**config.mk**
```make
export PLATFORM = sky130hd
export DESIGN_NAME = vrpf_top
export DESIGN_NICKNAME = d
export VERILOG_FILES = /design/src/core/vrpf_pkg.sv /design/src/core/vrpf_mon_if.sv /design/src/core/vrpf_sync.sv /design/src/core/vrpf_power_monitor_out.sv /design/src/core/vrpf_top.sv
export VERILOG_INCLUDE_DIRS = /design/src /design/src/core
export SDC_FILE = /design/constraint.sdc
export NUM_CORES = 1
export LEC_CHECK = 0
export BUFFER_PORTS_ARGS = -buffer_cell sky130_fd_sc_hd__buf_2
export CAP_MARGIN = 40
export CORE_MARGIN = 2
export CORE_UTILIZATION = 30
export CTS_CLUSTER_DIAMETER = 30
export DETAILED_ROUTE_END_ITERATION = 10
export GPL_TIMING_DRIVEN = 1
export PLACE_DENSITY_LB_ADDON = 0.08
export SYNTH_ARGS = -nofsm -noshare
export SYNTH_HDL_FRONTEND = slang
export SYNTH_SLANG_ARGS = --single-unit
```
**constraint.sdc**
```tcl
create_clock -name clock_in -period 6.87 [get_ports clock_in]
set_clock_uncertainty 0.15 [all_clocks]
set_input_delay 0 -clock clock_in [delete_from_list [all_inputs] [get_ports clock_in]]
set_output_delay 0 -clock clock_in [all_outputs]
set_load 0.05 [all_outputs]
```
**src/core/vrpf_defines.svh**
```systemverilog
`ifndef VRPF_DEFINES_SVH
`define VRPF_DEFINES_SVH

// Controller clock rate and power-monitor pulse rate.
`define VRPF_CLK_MHZ 100
`define VRPF_POWER_MONITOR_OUT_FREQ_KHZ 300
// Longest period that stays at or above the nominal rate, so it rounds down.
`define VRPF_POWER_MONITOR_OUT_CYC ((`VRPF_CLK_MHZ * 1000) / `VRPF_POWER_MONITOR_OUT_FREQ_KHZ)
`define VRPF_POWER_MONITOR_OUT_CNT_W 9
`define VRPF_DUTY_W 8

// Target voltage in units of 100 uV.
`define VRPF_VID_W 7
`define VRPF_TARGET_W 16
`define VRPF_VID_BASE 16'h3A98
`define VRPF_VID_STEP 16'h007D
`define VRPF_VID_ZERO_FROM 7'h78
`define VRPF_TARGET_RST 16'h0000

// Comparator flag bundle positions.
`define VRPF_CMP_W 7
`define VRPF_CMP_OV 0
`define VRPF_CMP_RV_BELOW 1
`define VRPF_CMP_RV_ABOVE 2
`define VRPF_CMP_SUPPLY_OK 3
`define VRPF_CMP_TT_GROUND 4
`define VRPF_CMP_TT_TRIP 5
`define VRPF_CMP_TT_RELEASE 6

`define VRPF_PHASES 3
`define VRPF_BIT_RST 1'b0

`endif

```
**src/core/vrpf_pkg.sv**
```systemverilog
`include "vrpf_defines.svh"

package vrpf_pkg;

	typedef enum logic [2:0] {
		vrpf_st_shutdown = 3'h1,
		vrpf_st_run = 3'h2,
		vrpf_st_latched = 3'h4
	} vrpf_state_t;

	typedef logic [`VRPF_VID_W-1:0] vrpf_code_t;
	typedef logic [`VRPF_TARGET_W-1:0] vrpf_target_t;
	typedef logic [`VRPF_DUTY_W-1:0] vrpf_duty_t;
	typedef logic [`VRPF_POWER_MONITOR_OUT_CNT_W-1:0] vrpf_power_monitor_out_cnt_t;

endpackage

```
**src/core/vrpf_mon_if.sv**
```systemverilog
`timescale 1ns/1ps

interface vrpf_mon_if;
	import vrpf_pkg::*;

	logic run;
	vrpf_duty_t duty;
	logic pwm;

	modport ctrl (output run, output duty, input pwm);
	modport gen (input run, input duty, output pwm);
endinterface

```
**src/core/vrpf_sync.sv**
```systemverilog
`timescale 1ns/1ps

module vrpf_sync #(
	parameter int W = 1
) (
	input wire logic clock_in,
	input wire logic arst_n_in,
	input wire logic [W-1:0] async_in,
	output logic [W-1:0] sync_out
);
	logic [W-1:0] stage1;
	logic [W-1:0] stage2;

	// The first stage feeds only the second, so metastability cannot leak out.
	always_ff @(posedge clock_in or negedge arst_n_in) begin
		if (!arst_n_in) begin
			stage1 <= '0;
			stage2 <= '0;
		end else begin
			stage1 <= async_in;
			stage2 <= stage1;
		end
	end

	assign sync_out = stage2;
endmodule

```
**src/core/vrpf_power_monitor_out.sv**
```systemverilog
`timescale 1ns/1ps
`include "vrpf_defines.svh"

module vrpf_power_monitor_out
	import vrpf_pkg::*;
(
	input wire logic clock_in,
	input wire logic arst_n_in,
	vrpf_mon_if.gen mon
);
	localparam vrpf_power_monitor_out_cnt_t PERIOD = `VRPF_POWER_MONITOR_OUT_CNT_W'(`VRPF_POWER_MONITOR_OUT_CYC);

	vrpf_power_monitor_out_cnt_t count;
	vrpf_power_monitor_out_cnt_t next_count;
	vrpf_power_monitor_out_cnt_t thresh;
	vrpf_power_monitor_out_cnt_t next_thresh;
	logic level;
	logic next_level;
	logic period_start;
	logic [`VRPF_DUTY_W+`VRPF_POWER_MONITOR_OUT_CNT_W-1:0] product;

	// Duty is sampled once per period so a pulse is cut short mid-cycle only when run drops.
	always_comb begin
		period_start = (count == PERIOD - 9'h001);
		next_count = period_start ? 9'h000 : count + 9'h001;
		product = mon.duty * PERIOD;
		next_thresh = period_start ? product[16:8] : thresh;
		next_level = mon.run && (next_count < next_thresh);
	end

	always_ff @(posedge clock_in or negedge arst_n_in) begin
		if (!arst_n_in) begin
			count <= 9'h000;
			thresh <= 9'h000;
			level <= `VRPF_BIT_RST;
		end else begin
			count <= next_count;
			thresh <= next_thresh;
			level <= next_level;
		end
	end

	assign mon.pwm = level;
endmodule

```
**src/core/vrpf_top.sv**
```systemverilog
`timescale 1ns/1ps
`include "vrpf_defines.svh"


module vrpf_top
	import vrpf_pkg::*;
(
	input wire logic clock_in,
	input wire logic arst_n_in,
	input wire logic enable_in,
	input wire logic overvoltage_cmp_in,
	input wire logic reverse_below_cmp_in,
	input wire logic reverse_above_cmp_in,
	input wire logic supply_ok_cmp_in,
	input wire logic thermal_grounded_cmp_in,
	input wire logic thermal_trip_cmp_in,
	input wire logic thermal_release_cmp_in,
	input wire logic [`VRPF_PHASES-1:0] phase_pwm_req_in,
	input wire logic [`VRPF_DUTY_W-1:0] inductor_current_in,
	input wire logic [`VRPF_VID_W-1:0] voltage_select_code_in,
	output logic [`VRPF_PHASES-1:0] phase_pwm_out,
	output logic lowside_mode_ctl_out,
	output logic driver_enable_out,
	output logic softstart_discharge_out,
	output logic thermal_throttle_alarm_out,
	output logic power_monitor_out,
	output logic [`VRPF_TARGET_W-1:0] voltage_target_out,
	output logic overvoltage_guard_latched_out,
	output logic reverse_voltage_guard_out,
	output logic switching_out
);

	logic [`VRPF_CMP_W-1:0] cmp_raw;
	logic [`VRPF_CMP_W-1:0] cmp;
	logic ov_seen;
	logic rv_below;
	logic rv_above;
	logic supply_ok;
	logic tt_ground;
	logic tt_trip;
	logic tt_release;

	vrpf_state_t state;
	vrpf_state_t next_state;
	logic rv_active;
	logic next_rv_active;
	logic alarm;
	logic next_alarm;

	logic [`VRPF_PHASES-1:0] pwm;
	logic [`VRPF_PHASES-1:0] next_pwm;
	logic lowside;
	logic next_lowside;
	logic drv_en;
	logic next_drv_en;
	logic ss_dis;
	logic next_ss_dis;
	logic latched;
	logic next_latched;
	logic running;
	logic next_running;
	logic may_switch;
	logic ov_trip;

	vrpf_target_t target;
	vrpf_target_t next_target;
	vrpf_duty_t duty;
	vrpf_duty_t next_duty;

	vrpf_mon_if mon ();

	// Comparator flags arrive from analog blocks with no relation to the clock.
	always_comb begin
		cmp_raw = '0;
		cmp_raw[`VRPF_CMP_OV] = overvoltage_cmp_in;
		cmp_raw[`VRPF_CMP_RV_BELOW] = reverse_below_cmp_in;
		cmp_raw[`VRPF_CMP_RV_ABOVE] = reverse_above_cmp_in;
		cmp_raw[`VRPF_CMP_SUPPLY_OK] = supply_ok_cmp_in;
		cmp_raw[`VRPF_CMP_TT_GROUND] = thermal_grounded_cmp_in;
		cmp_raw[`VRPF_CMP_TT_TRIP] = thermal_trip_cmp_in;
		cmp_raw[`VRPF_CMP_TT_RELEASE] = thermal_release_cmp_in;
	end

	vrpf_sync #(
		.W(`VRPF_CMP_W)
	) u_sync (
		.clock_in(clock_in),
		.arst_n_in(arst_n_in),
		.async_in(cmp_raw),
		.sync_out(cmp)
	);

	assign ov_seen = cmp[`VRPF_CMP_OV];
	assign rv_below = cmp[`VRPF_CMP_RV_BELOW];
	assign rv_above = cmp[`VRPF_CMP_RV_ABOVE];
	assign supply_ok = cmp[`VRPF_CMP_SUPPLY_OK];
	assign tt_ground = cmp[`VRPF_CMP_TT_GROUND];
	assign tt_trip = cmp[`VRPF_CMP_TT_TRIP];
	assign tt_release = cmp[`VRPF_CMP_TT_RELEASE];

	// Main protection sequence.
	always_comb begin
		may_switch = supply_ok && enable_in;
		// The flag compares the sense reference node against the crowbar level.
		ov_trip = ov_seen && !tt_ground;
		next_state = state;
		case (state)
			vrpf_st_shutdown: begin
				if (may_switch) begin
					next_state = vrpf_st_run;
				end
			end
			vrpf_st_run: begin
				if (!may_switch) begin
					next_state = vrpf_st_shutdown;
				end else if (ov_trip) begin
					next_state = vrpf_st_latched;
				end
			end
			vrpf_st_latched: begin
				// Only a lockout or an enable low phase clears the latch.
				if (!may_switch) begin
					next_state = vrpf_st_shutdown;
				end
			end
			default: begin
				next_state = vrpf_st_shutdown;
			end
		endcase
	end

	always_ff @(posedge clock_in or negedge arst_n_in) begin
		if (!arst_n_in) begin
			state <= vrpf_st_shutdown;
		end else begin
			state <= next_state;
		end
	end

	// Reverse guard with separate entry and exit levels.
	always_comb begin
		next_rv_active = rv_active;
		if (rv_below) begin
			next_rv_active = 1'b1;
		end else if (rv_above) begin
			next_rv_active = 1'b0;
		end
	end

	always_ff @(posedge clock_in or negedge arst_n_in) begin
		if (!arst_n_in) begin
			rv_active <= `VRPF_BIT_RST;
		end else begin
			rv_active <= next_rv_active;
		end
	end

	// Thermal alarm: trip and release are the two hysteresis edges of the comparator.
	always_comb begin
		next_alarm = alarm;
		if (tt_trip) begin
			next_alarm = 1'b1;
		end else if (tt_release) begin
			next_alarm = 1'b0;
		end
	end

	always_ff @(posedge clock_in or negedge arst_n_in) begin
		if (!arst_n_in) begin
			alarm <= `VRPF_BIT_RST;
		end else begin
			alarm <= next_alarm;
		end
	end

	// Driver lines follow the next state so they change with it, not a cycle later.
	always_comb begin
		next_pwm = '0;
		next_lowside = 1'b0;
		next_drv_en = 1'b0;
		next_ss_dis = 1'b0;
		next_latched = 1'b0;
		next_running = 1'b0;
		case (next_state)
			vrpf_st_shutdown: begin
				next_ss_dis = 1'b1;
			end
			vrpf_st_run: begin
				next_running = 1'b1;
				if (!next_rv_active) begin
					next_pwm = phase_pwm_req_in;
					next_lowside = 1'b1;
					next_drv_en = 1'b1;
				end
				// A reverse condition leaves every switch off.
			end
			vrpf_st_latched: begin
				next_latched = 1'b1;
				// Crowbar holds low sides on unless reverse voltage says release.
				next_lowside = !next_rv_active;
				next_drv_en = !next_rv_active;
			end
			default: begin
				next_ss_dis = 1'b1;
			end
		endcase
	end

	always_ff @(posedge clock_in or negedge arst_n_in) begin
		if (!arst_n_in) begin
			pwm <= '0;
			lowside <= `VRPF_BIT_RST;
			drv_en <= `VRPF_BIT_RST;
			ss_dis <= 1'b1;
			latched <= `VRPF_BIT_RST;
			running <= `VRPF_BIT_RST;
		end else begin
			pwm <= next_pwm;
			lowside <= next_lowside;
			drv_en <= next_drv_en;
			ss_dis <= next_ss_dis;
			latched <= next_latched;
			running <= next_running;
		end
	end

	// Select code decode; the top eight codes all mean zero volts.
	always_comb begin
		if (voltage_select_code_in >= `VRPF_VID_ZERO_FROM) begin
			next_target = `VRPF_TARGET_RST;
		end else begin
			next_target = `VRPF_VID_BASE - `VRPF_TARGET_W'(voltage_select_code_in * `VRPF_VID_STEP);
		end
		next_duty = inductor_current_in;
	end

	always_ff @(posedge clock_in or negedge arst_n_in) begin
		if (!arst_n_in) begin
			target <= `VRPF_TARGET_RST;
			duty <= '0;
		end else begin
			target <= next_target;
			duty <= next_duty;
		end
	end

	// Amplitude scaling to twice the sense reference is done by the analog output stage.
	assign mon.run = running && !rv_active;
	assign mon.duty = duty;

	vrpf_power_monitor_out u_power_monitor_out (
		.clock_in(clock_in),
		.arst_n_in(arst_n_in),
		.mon(mon)
	);

	assign phase_pwm_out = pwm;
	assign lowside_mode_ctl_out = lowside;
	assign driver_enable_out = drv_en;
	assign softstart_discharge_out = ss_dis;
	assign thermal_throttle_alarm_out = alarm;
	assign power_monitor_out = mon.pwm;
	assign voltage_target_out = target;
	assign overvoltage_guard_latched_out = latched;
	assign reverse_voltage_guard_out = rv_active;
	assign switching_out = running;

endmodule

```
==> impl_metrics.py <==
metrics = {
    "drt": {
        "post-route-drc-count": 0,
        "wl_um": 9830,
        "vias": 3519,
        "route.detailed.wl_per_inst_um": 12.67,
        "detail_route.vias_per_cell": 4.535,
        "drt_iter0_drc": 113,
        "postRouteAntennaNets": 0,
        "drt_pre_antenna_iters": 5,
    },
    "cts": {
        "tritoncts.num_buffers": 9,
        "clock_slew_at_reported_path_ffs_ps": 50,
        "cts-resized-gates": 0,
        "cts_max_level": 3,
        "worstSkewPairLatency_ps": 330,
        "clockRootBuffer": "sky130_fd_sc_hd__clkbuf_16",
        "cts_sink_cnt": 68,
        "cts_max_path_bufs": 2,
        "cts_hold_buf": 23,
        "post_cts_buffers": 0,
        "tritoncts_clock_tree": "done",
    },
    "cells_and_area": {
        "mostFrequentLayoutCells": "96 x sky130_fd_sc_hd__ha_1, 66 x sky130_fd_sc_hd__dfrtp_1, 65 x sky130_fd_sc_hd__inv_1, 53 x sky130_fd_sc_hd__buf_2, 30 x sky130_fd_sc_hd__fa_1",
        "final_layout_size_suffix_gt1_frac": 0.1547,
        "fillCellCount": 1639,
        "num_antenna_cells": 0,
        "layout.cells.most_common": "sky130_fd_sc_hd__ha_1",
        "areaGrowthSynthToFinish_pct": 21.95,
        "count_of_nets_after_finishing": 705,
    },
    "yosys": {
        "yosysWarningCount": 0,
        "cell_taking_the_most_area_after_synthesis": "sky130_fd_sc_hd__dfrtp_1",
        "synth.area.top_cells": "sky130_fd_sc_hd__dfrtp_1 33%, sky130_fd_sc_hd__ha_1 24%, sky130_fd_sc_hd__fa_1 12%, sky130_fd_sc_hd__inv_1 4.8%, sky130_fd_sc_hd__nand3_1 1.9%",
        "synth-edff-count": 0,
        "netlist_area_um2": 5044,
        "yosysUniqueCellTypes": 51,
        "synth.yosys.seq_area_share": 0.3379,
        "synthDominantCellAreaShare": 0.3275,
        "synthFlopType": "sky130_fd_sc_hd__dfrtp_1",
        "postSynthNetCount": 621,
        "syn_avg_cell_area_um2": 10.80,
        "synthArstFlopShare": 1.000,
        "synth_seq_cells": 68,
        "gate_count_of_the_mapped_netlist": 467,
    },
    "placement": {
        "buffer_ports.inserted": 54,
        "gpl.final_weighted_congestion": 0.7600,
        "place.detailed.hpwl_um": 7987,
    },
    "setup_path": {
        "crit_type": "reg2reg",
        "reg2regPathDepth": 18,
        "worst-path-max-fanout": 6,
        "timing.critical_path.required_ps": 6970,
        "reg2reg_from": "duty[6]",
        "rrSetupSlack_ps": 1600,
        "crit-reg2reg-capture": "u_power_monitor_out.mon.pwm",
        "worstPathArrival_ps": 5360,
        "timing.critical_path.from_type": "flop",
        "worstSetupEndpointType": "flop",
    },
    "global_route": {
        "number_of_global_route_vias_before_repair": 3637,
        "grt_antenna_before_repair": 0,
        "grt_max_degree": 61,
        "wire_length_of_the_first_global_routing_pass_um": 16960,
        "track_usage": 0.1195,
        "grt_overflow": 0,
    },
    "sta": {
        "fmaxAchievable_mhz": 189.9,
        "grt_setup_unrepaired": "false",
        "worstMarginPinSlew_ps": 994.0,
        "slew_headroom": 0.3202,
        "setup-tns-final_ps": 0,
        "period_share": 0.7665,
        "finalHoldViolations": 0,
        "setup_viol": 0,
        "finalMaxSlewViolations": 0,
        "post-route-min-period_ps": 5266,
    },
    "job": {
        "max-cap-violations": 0,
    },
    "floorplanning": {
        "floorplan.io_pins": 55,
        "die-width_um": 133.7,
        "fp.dieArea_um2": 17870,
        "die_h_um": 133.7,
        "design.core.area_um2": 16520,
        "std_cell_rows": 47,
        "floorplan.initialDensity": 0.3052,
    },
    "power": {
        "switchingPower_uw": 759.7,
        "vdd_ir_drop_max_mv": 0.1803,
        "power_density_nw_per_um2": 306.5,
        "netSwitchingFraction": 0.4030,
        "leakagePower_uw": 0.003084,
        "power.total_uw": 1885,
        "seqPwrFrac": 0.248,
        "p_int_uw": 1126,
        "power.share.clock": 0.265,
        "pwr-share-comb": 0.487,
    },
    "min_path": {
        "worst_hold_path_type": "in2async",
    },
    "outcome": {
        "outcome": "finished clean",
    },
}
-- worst max-delay path by stage --
stage                     slack [ps]  startpoint                     endpoint
after CTS                       1570     duty[6]  u_power_monitor_out.mon.pwm
after global routing            1280     duty[6]  u_power_monitor_out.mon.pwm
after global placement          1690     duty[6]  u_power_monitor_out.mon.pwm
after detailed placement        1600     duty[6]  u_power_monitor_out.mon.pwm
final                           1600     duty[6]  u_power_monitor_out.mon.pwm
after floorplan                 1900     duty[6]  u_power_monitor_out.mon.pwm
-- area by class of cell --
cell class	count	area [um2]	area share
sequential	68	1704	0.2771
inverter	65	244.0	0.03967
clock buffer	10	239.0	0.03885
tap	220	275.3	0.04475
multi-input combinational	328	3064	0.4982
timing repair buffer	79	538.0	0.08747
clock inverter	6	86.33	0.01404
-- synth_stat cells (3+ instances only) --
library cell / instances
sky130_fd_sc_hd__dfrtp_1: 66
sky130_fd_sc_hd__a21oi_1: 13
sky130_fd_sc_hd__nand3_1: 19
sky130_fd_sc_hd__xor2_1: 10
sky130_fd_sc_hd__xnor2_1: 9
sky130_fd_sc_hd__nor3_1: 12
sky130_fd_sc_hd__nor2b_1: 3
sky130_fd_sc_hd__mux2i_1: 4
sky130_fd_sc_hd__or3_1: 7
sky130_fd_sc_hd__fa_1: 30
sky130_fd_sc_hd__a21o_1: 12
sky130_fd_sc_hd__and3_1: 7
sky130_fd_sc_hd__nand2b_1: 5
sky130_fd_sc_hd__nand4_1: 3
sky130_fd_sc_hd__ha_1: 96
sky130_fd_sc_hd__nand2_1: 16
sky130_fd_sc_hd__inv_1: 65
sky130_fd_sc_hd__o2111ai_1: 4
sky130_fd_sc_hd__clkbuf_1: 3
sky130_fd_sc_hd__nor4_1: 3
sky130_fd_sc_hd__o21ai_0: 13
sky130_fd_sc_hd__and2_1: 5
sky130_fd_sc_hd__nor2_1: 23
-- routing by layer --
layer	GRT usage	part of all wire	up-vias
met5	0	0	-
met4	0.04078	0.015	0
met3	0.02017	0.019	9
met2	0.2131	0.51	35
met1	0.1461	0.45	1709
li1	-	-	1766
-- per-stage QoR --
step,instance area [um2],worst slack [ps],cells,hold WS (ps),utilization
floorplan,5044,1903,467,-445.6,-
global placement,5568,1687,736,-41.24,0.3369
detailed placement,5595,1604,737,-302.1,0.3386
CTS,6151,1571,776,90.47,0.3722
global route,6151,1283,776,122.0,0.3722
finish,6151,1604,776,67.26,0.3722
-- critical path, cell delays in order, from the launching register on --
cell and delay (ps):
sky130_fd_sc_hd__dfrtp_1 450, sky130_fd_sc_hd__ha_1 320, sky130_fd_sc_hd__fa_1 460, sky130_fd_sc_hd__fa_1 510, sky130_fd_sc_hd__inv_1 50, sky130_fd_sc_hd__fa_1 530
sky130_fd_sc_hd__inv_1 40, sky130_fd_sc_hd__ha_1 310, sky130_fd_sc_hd__o21a_1 130, sky130_fd_sc_hd__nor2_2 140, sky130_fd_sc_hd__nor3_2 80, sky130_fd_sc_hd__or4_4 480
sky130_fd_sc_hd__a211o_1 310, sky130_fd_sc_hd__and3_1 170, sky130_fd_sc_hd__ha_1 180, sky130_fd_sc_hd__a21o_1 150, sky130_fd_sc_hd__a2111oi_0 410, sky130_fd_sc_hd__o21ai_0 170
sky130_fd_sc_hd__a31oi_1 160
-- power groups by stage --
stage          sequential (uW)  clock [uW]  combinational, uW
2_1_floorplan              606           0                573
3_3_place_gp               478           0                920
3_5_place_dp               475           0                924
4_1_cts                    469         515                940
5_1_grt                    474         534               1040
6_report                   468         499                918
-- flip-flops by register name (all words and copies together), names as in the netlist --
name and cells:
u_sync.sync_out 7, voltage_target_out 15, softstart_discharge_out 1, switching_out 1
u_power_monitor_out.count 9, u_power_monitor_out.mon.pwm 1, u_sync.stage1 7, driver_enable_out 1
thermal_throttle_alarm_out 1, u_power_monitor_out.thresh 9, duty 8, state 3
overvoltage_guard_latched_out 1, reverse_voltage_guard_out 1, phase_pwm_out 3
-- logic make-up after synthesis --
group           synth area share
flops                     0.3379
buf+inv                  0.05457
mux                      0.01240
fa+ha+maj                 0.3572
compound gates           0.08584
simple gates              0.1191
xor+xnor                 0.03299
Power figures use the tool's default switching activity.
